`config.mk`:
```
export PLATFORM = sky130hd
export DESIGN_NAME = eoc_ctrl
export DESIGN_NICKNAME = d
export VERILOG_FILES = /design/src/rtl/eoc_ctrl_note.sv /design/src/rtl/eoc_pkg.sv /design/src/rtl/eoc_ctrl.sv
export SDC_FILE = /design/constraint.sdc
export NUM_CORES = 1
export LEC_CHECK = 0
export BUFFER_PORTS_ARGS = -buffer_cell sky130_fd_sc_hd__buf_4
export CORE_MARGIN = 3
export CORE_UTILIZATION = 45
export DETAILED_ROUTE_END_ITERATION = 7
export PLACE_DENSITY = 0.74
export SKIP_CTS_REPAIR_TIMING = 1
export SYNTH_ARGS = -nofsm -noshare
export SYNTH_HDL_FRONTEND = slang
export SYNTH_SLANG_ARGS = --single-unit
```
`constraint.sdc`:
```
create_clock -name clk_sys -period 1.85 [get_ports clk_sys]
set_clock_uncertainty 0.1 [all_clocks]
set_input_delay 0.0925 -clock clk_sys [delete_from_list [all_inputs] [get_ports clk_sys]]
set_output_delay 0.0925 -clock clk_sys [all_outputs]
set_load 0.05 [all_outputs]
```
`src/rtl/eoc_ctrl_note.sv`:
```
`timescale 1ns/1ns
`default_nettype none
`default_nettype wire

```
`src/rtl/eoc_pkg.sv`:
```
`default_nettype none
package eoc_pkg;
   // special-function register holding the external oscillator controls
   localparam logic [7:0] EOC_CTRL_ADDR  = 8'hb5;
   localparam logic [7:0] EOC_CTRL_RESET = 8'h00;
   localparam int EOC_VALID_BIT  = 7;
   localparam int EOC_MODE_HI    = 6;
   localparam int EOC_MODE_LO    = 4;
   localparam int EOC_UNUSED_BIT = 3;
   localparam int EOC_FREQ_HI    = 2;
   localparam int EOC_FREQ_LO    = 0;
   localparam logic [2:0] EOC_FREQ_RESET = 3'h0;

   typedef enum logic [2:0] {
      EOC_MODE_OFF       = 3'b000,
      EOC_MODE_RSVD      = 3'b001,
      EOC_MODE_CMOS      = 3'b010,
      EOC_MODE_CMOS_DIV2 = 3'b011,
      EOC_MODE_RC        = 3'b100,
      EOC_MODE_CAP       = 3'b101,
      EOC_MODE_XTAL      = 3'b110,
      EOC_MODE_XTAL_DIV2 = 3'b111
   } eoc_mode_t;

   typedef struct packed {
      eoc_mode_t  mode;
      logic [2:0] freq;
   } eoc_ctrl_t;

   localparam eoc_ctrl_t EOC_CTRL_INIT = '{mode: EOC_MODE_OFF,
                                           freq: EOC_FREQ_RESET};

   // timing: clock period and how long the amplitude detector must hold
   localparam int EOC_CLK_PERIOD_NS = 10;
   localparam int EOC_STABLE_NS     = 10000;
   localparam int EOC_STABLE_CYCLES =
      (EOC_STABLE_NS + EOC_CLK_PERIOD_NS - 1) / EOC_CLK_PERIOD_NS;
   localparam int EOC_CNT_W = 13;

   // capacitor-mode K factor, scaled by one hundred
   localparam int EOC_KF_W = 18;
   function automatic logic [EOC_KF_W-1:0] eoc_kfactor(
      input logic [2:0] code);
      logic [EOC_KF_W-1:0] kf;
      kf = 18'h00000;
      case (code)
         3'h0:    kf = 18'h00057;
         3'h1:    kf = 18'h00104;
         3'h2:    kf = 18'h00302;
         3'h3:    kf = 18'h00898;
         3'h4:    kf = 18'h01964;
         3'h5:    kf = 18'h04650;
         3'h6:    kf = 18'h10360;
         default: kf = 18'h26d18;
      endcase
      return kf;
   endfunction
endpackage
`default_nettype wire

```
`src/rtl/eoc_ctrl.sv`:
```
// Operation
// - bit 7 is a read-only crystal-valid flag, meaningful in crystal modes.
// - flag reads 0 while oscillator unused or unsettled, 1 once stable.
// - mode field in bits 6:4 selects off, CMOS, RC, cap or crystal modes.
// - bit 3 reads as 0 and writes to it are ignored.
// - bits 2:0 pick the drive band in crystal and RC modes.
// - in capacitor mode bits 2:0 pick the K factor, 0.87 up to 1590.
`timescale 1ns/1ns
`default_nettype none
module eoc_ctrl #(
   parameter int STABLE_CYCLES = eoc_pkg::EOC_STABLE_CYCLES
) (
   input  wire logic                         clk_sys,
   input  wire logic                         nrst,
   input  wire logic [7:0]                   sfr_addr,
   input  wire logic                         sfr_wr,
   input  wire logic                         sfr_rd,
   input  wire logic [7:0]                   sfr_wdata,
   output var  logic [7:0]                   sfr_rdata,
   input  wire logic                         amp_detect,
   input  wire logic                         crystal_in_pin,
   output var  logic                         crystal_valid_flag,
   output var  logic [2:0]                   ext_osc_mode_select,
   output var  logic [2:0]                   ext_freq_control,
   output var  logic                         osc_enable,
   output var  logic                         xtal_pins_analog,
   output var  logic [2:0]                   xtal_band,
   output var  logic [2:0]                   rc_band,
   output var  logic [eoc_pkg::EOC_KF_W-1:0] cap_kfactor_x100,
   output var  logic                         osc_clk_out
);
   eoc_pkg::eoc_ctrl_t ctrl_reg;
   eoc_pkg::eoc_ctrl_t ctrl_next;
   logic [eoc_pkg::EOC_CNT_W-1:0] stable_cnt_reg;
   logic [eoc_pkg::EOC_CNT_W-1:0] stable_cnt_next;
   logic                          valid_reg;
   logic                          valid_next;
   logic [7:0]                    rdata_reg;
   logic [7:0]                    rdata_next;
   logic                          clk_in_d_reg;
   logic                          clk_out_reg;
   logic                          clk_out_next;
   logic                          enable_reg;
   logic                          analog_reg;
   logic [2:0]                    xband_reg;
   logic [2:0]                    rband_reg;
   logic [eoc_pkg::EOC_KF_W-1:0]  kf_reg;

   localparam logic [eoc_pkg::EOC_CNT_W-1:0] STABLE_LAST =
      eoc_pkg::EOC_CNT_W'(STABLE_CYCLES - 1);

   wire addr_hit  = (sfr_addr == eoc_pkg::EOC_CTRL_ADDR);
   wire wr_hit    = addr_hit & sfr_wr;
   wire rd_hit    = addr_hit & sfr_rd;

   // decode of the stored mode field
   wire mode_xtal = (ctrl_reg.mode == eoc_pkg::EOC_MODE_XTAL) |
                    (ctrl_reg.mode == eoc_pkg::EOC_MODE_XTAL_DIV2);
   wire mode_cmos = (ctrl_reg.mode == eoc_pkg::EOC_MODE_CMOS) |
                    (ctrl_reg.mode == eoc_pkg::EOC_MODE_CMOS_DIV2);
   wire mode_rc   = (ctrl_reg.mode == eoc_pkg::EOC_MODE_RC);
   wire mode_cap  = (ctrl_reg.mode == eoc_pkg::EOC_MODE_CAP);
   wire mode_half = (ctrl_reg.mode == eoc_pkg::EOC_MODE_CMOS_DIV2) |
                    (ctrl_reg.mode == eoc_pkg::EOC_MODE_XTAL_DIV2);
   // reserved code 001 drives nothing, same as off
   wire mode_on   = mode_xtal | mode_cmos | mode_rc | mode_cap;

   // bit 7 and bit 3 of a write are dropped
   assign ctrl_next = wr_hit ?
      eoc_pkg::eoc_ctrl_t'({sfr_wdata[eoc_pkg::EOC_MODE_HI:
                                      eoc_pkg::EOC_MODE_LO],
                            sfr_wdata[eoc_pkg::EOC_FREQ_HI:
                                      eoc_pkg::EOC_FREQ_LO]}) :
      ctrl_reg;

   // amplitude detector must hold for the whole window; any drop or a
   // mode change restarts it, so a glitchy start never reports valid
   wire mode_change  = wr_hit &
      (ctrl_next.mode != ctrl_reg.mode);
   wire count_run    = mode_xtal & amp_detect & ~mode_change;
   wire count_done   = (stable_cnt_reg == STABLE_LAST);
   assign stable_cnt_next = !count_run ? '0 :
      (count_done ? stable_cnt_reg :
       stable_cnt_reg + eoc_pkg::EOC_CNT_W'(1));
   assign valid_next = count_run & count_done;

   assign rdata_next = rd_hit ?
      {valid_reg, ctrl_reg.mode, 1'b0, ctrl_reg.freq} :
      8'h00;

   // halved modes toggle on each rising input edge; the divider trades
   // half the rate for a clean duty cycle
   wire in_rise = crystal_in_pin & ~clk_in_d_reg;
   assign clk_out_next = !mode_on ? 1'b0 :
      (mode_half ? (clk_out_reg ^ in_rise) : crystal_in_pin);

   always_ff @(posedge clk_sys or negedge nrst) begin
      if (!nrst) begin
         ctrl_reg       <= eoc_pkg::EOC_CTRL_INIT;
         stable_cnt_reg <= '0;
         valid_reg      <= 1'b0;
         rdata_reg      <= eoc_pkg::EOC_CTRL_RESET;
         clk_in_d_reg   <= 1'b0;
         clk_out_reg    <= 1'b0;
      end else begin
         ctrl_reg       <= ctrl_next;
         stable_cnt_reg <= stable_cnt_next;
         valid_reg      <= valid_next;
         rdata_reg      <= rdata_next;
         clk_in_d_reg   <= crystal_in_pin;
         clk_out_reg    <= clk_out_next;
      end
   end

   // analog-side controls follow the stored fields one cycle later
   always_ff @(posedge clk_sys or negedge nrst) begin
      if (!nrst) begin
         enable_reg <= 1'b0;
         analog_reg <= 1'b0;
         xband_reg  <= eoc_pkg::EOC_FREQ_RESET;
         rband_reg  <= eoc_pkg::EOC_FREQ_RESET;
         kf_reg     <= '0;
      end else begin
         enable_reg <= mode_on;
         analog_reg <= mode_xtal;
         xband_reg  <= mode_xtal ? ctrl_reg.freq : '0;
         rband_reg  <= mode_rc ? ctrl_reg.freq : '0;
         kf_reg     <= mode_cap ?
            eoc_pkg::eoc_kfactor(ctrl_reg.freq) : '0;
      end
   end

   assign sfr_rdata           = rdata_reg;
   assign crystal_valid_flag  = valid_reg;
   assign ext_osc_mode_select = ctrl_reg.mode;
   assign ext_freq_control    = ctrl_reg.freq;
   assign osc_enable          = enable_reg;
   assign xtal_pins_analog    = analog_reg;
   assign xtal_band           = xband_reg;
   assign rc_band             = rband_reg;
   assign cap_kfactor_x100    = kf_reg;
   assign osc_clk_out         = clk_out_reg;
endmodule
`default_nettype wire

```
==> run summary, run 1 <==
Synth Area in Adders: 0.593%
DRC: 0
Period utilisation layout: 84.4%
Measured slew at the worst slew-check pin: 0.630 ns
Proportion of synthesized area in mux cells: 4.21%
Static Leakage: 1.38 nW
Number of flip-flops under the largest register name: 15
Critical path peak fanout: 5
Highest cell delay on the worst timing path: 0.42 ns
Instance count on the critical path: 5
Deepest clock path buffer count: 2
FFs w/ async S/R, synth: 100%
Data required time of the worst path: 1.93 ns
Number of diodes added for antenna fixing: 0
Clock transition at the register clock pins on the worst setup and hold paths after CTS: 0.09 ns
Crit-path leading delay family: simple AND/OR/NAND/NOR gates
Post-route antenna net violation count: 0
Unrepaired setup endpoints after global routing: no
Maximum clock frequency: 640 MHz
Share of power burned in registers: 58.5%
Number of flip-flops and latches in the synthesized netlist: 52
Int Pwr: 1.52 mW
Routed wire length: 4030 um
Clock power share: 33.3%
Number of design-rule violations left by the first detailed-router iteration: 98
Type of the worst setup path: register to register
Post-synthesis xor/xnor area fraction: 5.40%
PwrDens: 723 nW/um^2
Most frequently used cell type in the post-synthesis netlist: dfrtp_1
Cell area after synthesis: 2110 sq um
Final worst setup slack: 0.288 ns
Number of input and output port buffers inserted: 59
Library cell with the largest summed area after synthesis: dfrtp_1
Detailed-router iteration count before antenna repair: 4
Synth Area per Inst: 11.9 sq um
Depth of the most critical reg-to-reg path: 5
Switching share of total power: 23.7%
Vias after detailed routing: 1478
Gate count after technology mapping: 177
Sequential cell area fraction in the yosys report: 61.7%
Gr ovfl total: 0
Comb power frac: 8.2%
Top cell type's share of synthesized area: 61.7%
Die outline area: 5540 sq um
Initial antenna violation count: 0
Master of the slowest instance on the critical path: dfrtp_1
Number of standard-cell rows in the floorplan: 24
Die Y: 74.4 um
Share of cells above drive strength 1: 35.0%
Chain of cells forming the critical path: ha_1 > and2_1 > nand4b_1 > mux2i_1 > nor2_1
Setup Slack @ Placement: 0.296 ns
Net switching power of the design: 0.473 mW
Data arrival time at the worst-slack endpoint: 1.64 ns
Overall fraction of global-route tracks in use: 16.2%
Count of maximum capacitance violations: 0
TritonCTS sink count: 52
Peak ir drop on the vdd network: 0.000414 V
Maximum number of pins on one net before global-route repair: 53
Cell at the root of the clock tree: clkbuf_8
Post-synthesis share of cell area spent on and, or, nand and nor gates: 20.8%
Global placer's final weighted congestion: 0.785
Result of the run: complete, no violations
Chip width: 74.4 um
Via count normalized by instance count: 4.96
Area growth syn-to-layout: 30.9%
EDFF count, synth: 0
Starting density of the core: 47.4%
Buf+Inv Stages, Crit Path: 0
Synthesis warning total: 0
Setup crit end kind: register
Synth top cells by count: dfrtp_1, nor2_1, and2_1, nand2_1, xnor2_1
Ys flop type: dfrtp_1
H-tree levels: 2
Post-layout min period: 1.56 ns
Nets: 268
Wire length of the first global-routing pass: 6690 um
Headroom to the max-slew limit: 58.0%
Skew-Pair Late Insertion Delay: 0.31 ns
Top-level I/O count: 64
Vias in the first global route: 1386
Unique cell type count in the Yosys netlist: 37
Setup TNS: 0 ns
Dominant combinational cell family by area after synthesis: simple AND/OR/NAND/NOR gates
Clock buffer count from CTS: 5
Fin. max-slew vios: 0
Critical path launch point type: register
Final count of negative-setup-slack endpoints: 0
Half-perimeter wire length after detailed placement: 2890 um
TritonCTS clock tree: built
Number of failing hold endpoints at the final stage: 0
Routed wirelength normalized by instance count: 13.5 um
Hold path cells: 3
Compound-cell area share of the yosys netlist: 3.62%
Core region area: 4440 sq um
Top area cells in the synthesized netlist: dfrtp_1, xnor2_1, nor2_1
Worst hold path type: primary input to register
-- per-stage QoR --
step	std cells	hold WS (ns)	power (mW)	util, %	area (sq um)
global route	298	0.105	2.07	62.1	2760
global placement	282	0.0541	1.34	58.2	2580
finish	298	0.0921	1.99	62.1	2760
floorplan	178	-0.303	1.26	-	2110
detailed placement	282	0.0558	1.34	58.2	2580
CTS	290	-0.283	2.00	60.3	2680
-- power groups by stage --
stage	Sequential [mW]	Combinational [mW]	Clock, mW
floorplan	1.22	0.0486	0
detailed placement	1.19	0.154	0
global placement	1.19	0.152	0
finish	1.17	0.164	0.663
global route	1.17	0.178	0.722
CTS	1.17	0.154	0.675
-- worst paths after layout --
kind	slack, ns	from	to
worst max-delay path	0.29	stable_cnt_reg[0]	stable_cnt_reg[1]
worst min-delay path	0.09	amp_detect	stable_cnt_reg[11]
worst max register to register	0.29	stable_cnt_reg[0]	stable_cnt_reg[1]
worst min register to register	0.39	crystal_valid_flag	sfr_rdata[7]
max in group asynchronous	0.97	nrst	stable_cnt_reg[0]
min in group asynchronous	0.25	nrst	stable_cnt_reg[11]
-- worst register-to-register path, cell delays in order (launching register included) --
cell and delay [ns]:
dfrtp_1 0.42, ha_1 0.23, and2_1 0.20, nand4b_1 0.23, mux2i_1 0.21, nor2_1 0.05
-- area by class of cell --
| class | count | area [sq um] |
|---|---|---|
| inverter | 2 | 7.51 |
| sequential | 52 | 1300 |
| fill | 366 | 1690 |
| clock buffer | 7 | 86.3 |
| tap | 52 | 65.1 |
| clock inverter | 1 | 7.51 |
| timing repair buffer | 71 | 553 |
| multi-input combinational | 113 | 738 |
-- placed cells by master, fill, tap and decap left out, types with 3 or more instances in the layout --
cell type	instances
nor2_1	23
and2_1	13
mux2_2	7
nor4_1	4
nor3_1	5
dfrtp_1	52
clkbuf_8	6
buf_4	63
and3_1	5
xor2_1	3
dlygate4sd3_1	8
xnor2_1	10
nand2_1	11
o21ai_0	3
-- metal layers --
| layer | up-vias | part of all wire [%] | GRT usage (%) |
|---|---|---|---|
| li1 | 726 | - | - |
| met5 | - | 0 | 0 |
| met1 | 696 | 45 | 21.5 |
| met3 | 5 | 6.9 | 5.68 |
| met2 | 51 | 47 | 23.9 |
| met4 | 0 | 1.7 | 7.71 |
-- kinds of logic (layout without fill, tap and decap cells) --
kind of cell,count (synthesis),in the layout
other,1,2
buffers and inverters,13,81
flip-flops,52,52
AND/OR/NAND/NOR,79,79
XOR/XNOR,13,13
multiplexers,8,8
adder cells (fa/ha/maj),1,1
AO/OA/AOI/OAI,10,10
Power figures use the tool's default switching activity.
==> run 2: changes to the inputs <==
--- a/config.mk
+++ b/config.mk
@@ -9,7 +9,7 @@
 export CORE_MARGIN = 3
 export CORE_UTILIZATION = 45
 export DETAILED_ROUTE_END_ITERATION = 7
-export PLACE_DENSITY = 0.74
+export PLACE_DENSITY = 0.77
 export SKIP_CTS_REPAIR_TIMING = 1
 export SYNTH_ARGS = -nofsm -noshare
 export SYNTH_HDL_FRONTEND = slang
==> constraint.sdc (replaced) <==
create_clock -name clk_sys -period 1.4 [get_ports clk_sys]
set_clock_uncertainty 0.1 [all_clocks]
set_input_delay 0.07 -clock clk_sys [delete_from_list [all_inputs] [get_ports clk_sys]]
set_output_delay 0.07 -clock clk_sys [all_outputs]
set_load 0.05 [all_outputs]
==> run 2 against run 1 <==
  * The run now ends with setup timing left
  * Maximum frequency grew 7.8%
  * Non-clock buffer count grew 19
  * Sequential cell count is the same
  * Final cell count up 6.4%
  * Power rose by 33%
  * First-iteration DRC count decreased by 36%
  * Wire length increased by 6.6%
  * Final area up 8.9%
  * Highest routed layer unchanged
==> run summary, run 2 (same netlist as run 1, synthesis figures left out) <==
Routed wirelength normalized by instance count: 13.6 um
Start point of the critical path: stable_cnt_reg[1]
Number of flip-flops under the largest register name: 15
Number of failing hold endpoints at the final stage: 0
TritonCTS clock tree: built
Detailed-router iteration count before antenna repair: 4
Data arrival time at the worst-slack endpoint: 1.55 ns
Count of maximum capacitance violations: 0
Placed instance count: 299
Final count of negative-setup-slack endpoints: 3
Gr ovfl total: 0
Depth of the most critical reg-to-reg path: 5
Worst hold path type: primary input to register
Skew-Pair Late Insertion Delay: 0.31 ns
Number of diodes added for antenna fixing: 0
Number of filler cells placed in the layout: 328
TritonCTS sink count: 52
Clock transition at the register clock pins on the worst setup and hold paths after CTS: 0.10 ns
Global placer's final weighted congestion: 0.762
Fin. max-slew vios: 0
Number of input and output port buffers inserted: 59
Top-level I/O count: 64
Overall fraction of global-route tracks in use: 16.3%
Core region area: 4440 sq um
Setup crit end kind: register
Setup Slack @ Placement: -0.0553 ns
Utilization after layout: 67.6%
Final worst setup slack: -0.0497 ns
Critical path peak fanout: 5
Via count normalized by instance count: 5.03
H-tree levels: 2
Half-perimeter wire length after detailed placement: 3020 um
Static Leakage: 1.50 nW
Highest cell delay on the worst timing path: 0.39 ns
Vias after detailed routing: 1594
Number of design-rule violations left by the first detailed-router iteration: 63
Most frequent cells in the layout: buf_4, dfrtp_1, nor2_1
Unrepaired setup endpoints after global routing: yes
R2R setup slack: -0.05 ns
PwrDens: 883 nW/um^2
Die outline area: 5540 sq um
Routed wire length: 4300 um
Setup TNS: -0.134 ns
Result of the run: complete, but fails checks
End of the worst register-to-register path: stable_cnt_reg[1]
Cell at the root of the clock tree: clkbuf_8
Violated checks: setup timing
DRC: 0
Launching point of the worst reg2reg path: stable_cnt_reg[1]
Crit path to: stable_cnt_reg[1]
Post-route insts no fill: 317
Critical path launch point type: register
Post-route antenna net violation count: 0
Initial antenna violation count: 0
Starting density of the core: 47.4%
Deepest clock path buffer count: 2
Area growth syn-to-layout: 42.5%
Peak ir drop on the vdd network: 0.000416 V
Post-layout min period: 1.45 ns
Chip width: 74.4 um
Number of standard-cell rows in the floorplan: 24
Clock buffer count from CTS: 5
Wire length of the first global-routing pass: 6790 um
Chain of cells forming the critical path: ha_2 > and2_4 > nand4b_1 > mux2i_1 > nor2_1
Maximum number of pins on one net before global-route repair: 28
Die Y: 74.4 um
Maximum clock frequency: 690 MHz
Commonest non-fill, non-tap cell in the layout: buf_4
Type of the worst setup path: register to register
Nets: 287
Data required time of the worst path: 1.50 ns
Share of cells above drive strength 1: 47.5%
Vias in the first global route: 1467
Period utilisation layout: 104%
Master of the slowest instance on the critical path: dfrtp_1
-- run 2: per-layer routing --
layer,GRT usage [%],part of all wire (%),up-vias
li1,-,-,760
met1,21.7,43,772
met2,25.3,49,56
met3,4.46,6.1,6
met4,6.92,1.8,0
met5,0,0,-
-- run 2: how the worst min path moves through the flow --
stage	start	endpoint	slack [ns]	cells past startpoint
after floorplan	nrst	cap_kfactor_x100[0]	-0.33	0
final	amp_detect	crystal_valid_flag	0.07	4
after detailed placement	nrst	stable_cnt_reg[12]	-0.1	1
after global placement	nrst	stable_cnt_reg[9]	-0.1	1
after global routing	amp_detect	crystal_valid_flag	0.07	4
after CTS	nrst	sfr_rdata[2]	-0.44	1
-- run 2: area by class of cell --
class | count | area [sq um] | share of cell area, %
clock buffer | 5 | 68.8 | 2.29
clock inverter | 3 | 22.5 | 0.750
tap | 52 | 65.1 | 2.17
multi-input combinational | 113 | 811 | 27.0
timing repair buffer | 90 | 721 | 24.0
inverter | 2 | 7.51 | 0.250
sequential | 52 | 1310 | 43.6
-- run 2: per-stage QoR --
stage | total power, mW | cell area, sq um | hold slack [ns]
finish | 2.65 | 3000 | 0.0704
global route | 2.76 | 3000 | 0.0659
CTS | 2.65 | 2840 | -0.438
global placement | 1.78 | 2740 | -0.0965
detailed placement | 1.79 | 2740 | -0.0987
floorplan | 1.67 | 2120 | -0.326
-- run 2: report_power, final --
part           internal, mW  switching (mW)
clock                 0.359           0.517
sequential             1.52          0.0228
combinational         0.103           0.133
-- run 2: worst max-delay path, delay by kind of cell (launching register included) --
family / cells / cell delay, ns
fa+ha+maj: 1 / 0.20
flops: 1 / 0.39
mux: 1 / 0.22
simple gates: 3 / 0.44
==> run 3: changes to the inputs <==
--- a/config.mk
+++ b/config.mk
@@ -8,6 +8,7 @@
 export BUFFER_PORTS_ARGS = -buffer_cell sky130_fd_sc_hd__buf_4
 export CORE_MARGIN = 3
 export CORE_UTILIZATION = 45
+export CTS_BUF_LIST = sky130_fd_sc_hd__clkbuf_16
 export DETAILED_ROUTE_END_ITERATION = 7
 export PLACE_DENSITY = 0.77
 export SKIP_CTS_REPAIR_TIMING = 1
==> run 3 against run 2 <==
  * The flow still finishes with violations (setup timing)
  * Wire length rose by 5.1%
  * First-iteration DRC count rose by 4.8%
  * Sequential cell count did not move
  * Non-clock buffer count rose by 2
  * Final area rose by 2.4%
  * Sequential share of layout area fell by 1.0 points
  * Maximum frequency fell by 3.3%
  * Combinational power rose by 2%
  * Final cell count rose by 0.63%
  * Via count rose by 0.38%
  * Hold slack improved by 0.029 ns
  * Setup slack got worse by 0.049 ns
  * Largest cell class unchanged
==> run summary, run 3 (same netlist as run 1, synthesis figures left out) <==
Hold path cells: 4
Comb power frac: 8.0%
Footprint of the flip-flops and latches: 1310 sq um
Number of flip-flops under the largest register name: 15
Period utilisation layout: 107%
Via count normalized by instance count: 5.02
Violated checks: setup timing
Critical path peak fanout: 6
Die Y: 74.4 um
Half-perimeter wire length after detailed placement: 3020 um
Type of the worst setup path: register to register
Number of failing hold endpoints at the final stage: 0
Area growth syn-to-layout: 45.9%
Routed wirelength normalized by instance count: 14.2 um
Nets: 289
Data required time of the worst path: 1.48 ns
Post-layout min period: 1.50 ns
Number of filler cells placed in the layout: 313
Die outline area: 5540 sq um
Initial antenna violation count: 0
Share of power burned in registers: 51.5%
Static Leakage: 1.53 nW
Total non-filler cell area in the finished layout: 3080 sq um
Share of cells above drive strength 1: 47.9%
Overall fraction of global-route tracks in use: 16.9%
Final count of negative-setup-slack endpoints: 4
Hold wc startpoint: amp_detect
Worst hold path type: primary input to register
Clock buffer count from CTS: 5
Wire length of the first global-routing pass: 6980 um
Int Pwr: 2.29 mW
Net switching power of the design: 0.700 mW
Chip width: 74.4 um
Critical path launch point type: register
Starting density of the core: 47.4%
Endpoint of the worst hold-timing path: crystal_valid_flag
Count of maximum capacitance violations: 0
Vias after detailed routing: 1600
Result of the run: complete, but fails checks
Skew-Pair Late Insertion Delay: 0.29 ns
Detailed-router iteration count before antenna repair: 4
Number of diodes added for antenna fixing: 0
Maximum clock frequency: 667 MHz
TritonCTS sink count: 52
Unrepaired setup endpoints after global routing: yes
Area of combinational cells with multiple inputs: 811 sq um
Number of standard-cell rows in the floorplan: 24
Number of design-rule violations left by the first detailed-router iteration: 66
Cell area after placement: 2740 sq um
Peak ir drop on the vdd network: 0.000527 V
Cell at the root of the clock tree: clkbuf_16
Clock power share: 40.5%
R2R setup slack: -0.1 ns
H-tree levels: 2
Setup crit end kind: register
Maximum number of pins on one net before global-route repair: 28
Top-level I/O count: 64
Vias in the first global route: 1487
Post-route antenna net violation count: 0
Clock transition at the register clock pins on the worst setup and hold paths after CTS: 0.07 ns
Depth of the most critical reg-to-reg path: 4
Global placer's final weighted congestion: 0.762
Commonest non-fill, non-tap cell in the layout: buf_4
Final worst setup slack: -0.0990 ns
End of the worst register-to-register path: stable_cnt_reg[0]
Launching point of the worst reg2reg path: stable_cnt_reg[7]
Data arrival time at the worst-slack endpoint: 1.58 ns
Deepest clock path buffer count: 2
DRC: 0
Switching share of total power: 23.4%
Gr ovfl total: 0
Fin. max-slew vios: 0
Routed wire length: 4520 um
TritonCTS clock tree: built
Total power of the final layout: 2.99 mW
Most frequent cells in the layout: buf_4, dfrtp_1, nor2_1
Number of input and output port buffers inserted: 59
PwrDens: 973 nW/um^2
Core region area: 4440 sq um
[run 3: critical path, stage by stage (launching register included)]
cell	delay (ns)
dfrtp_1	0.39
nand3_2	0.19
nand4b_1	0.40
xnor2_1	0.25
nor2_1	0.05
[run 3: metal layers]
layer / track usage, % / share of wire, %
met4: 6.92 / 2.9
met3: 4.46 / 5.4
met5: 0 / 0
met1: 22.0 / 43
met2: 26.7 / 48
[run 3: through the flow]
step                setup TNS [ns]  utilization [%]  cells  hold WS, ns  setup WS [ns]
floorplan                   -0.859                -    178       -0.326        -0.0887
finish                      -0.280             69.2    319       0.0997        -0.0990
CTS                         -0.172             65.1    307       -0.408        -0.0648
detailed placement          -0.107             61.7    299      -0.0987        -0.0553
global route                 -1.09             69.2    319        0.103         -0.180
global placement           -0.0372             61.7    299      -0.0965        -0.0372
[run 3: power by group through the flow]
stage	clock network [mW]	registers (mW)	logic, mW
6_report	1.21	1.54	0.240
5_1_grt	1.30	1.54	0.262
3_5_place_dp	0	1.57	0.219
2_1_floorplan	0	1.61	0.0644
4_1_cts	1.24	1.54	0.220
3_3_place_gp	0	1.57	0.216
[run 3: worst max path at each step]
stage	from	to	cells past startpoint	slack, ns
finish	stable_cnt_reg[7]	stable_cnt_reg[0]	4	-0.1
global route	stable_cnt_reg[7]	stable_cnt_reg[0]	4	-0.18
CTS	stable_cnt_reg[0]	stable_cnt_reg[1]	5	-0.06
detailed placement	stable_cnt_reg[0]	stable_cnt_reg[1]	5	-0.06
global placement	stable_cnt_reg[0]	stable_cnt_reg[1]	5	-0.04
floorplan	ext_osc_mode_select[0]	crystal_valid_flag	5	-0.09
[run 3: layout make-up]
type | count | area share [%]
repair buffers | 92 | 23.9
well taps | 52 | 2.12
clock buffers | 5 | 4.07
clock inverters | 3 | 0.732
multi-input cells | 113 | 26.4
inverters | 2 | 0.244
flip-flops and latches | 52 | 42.6
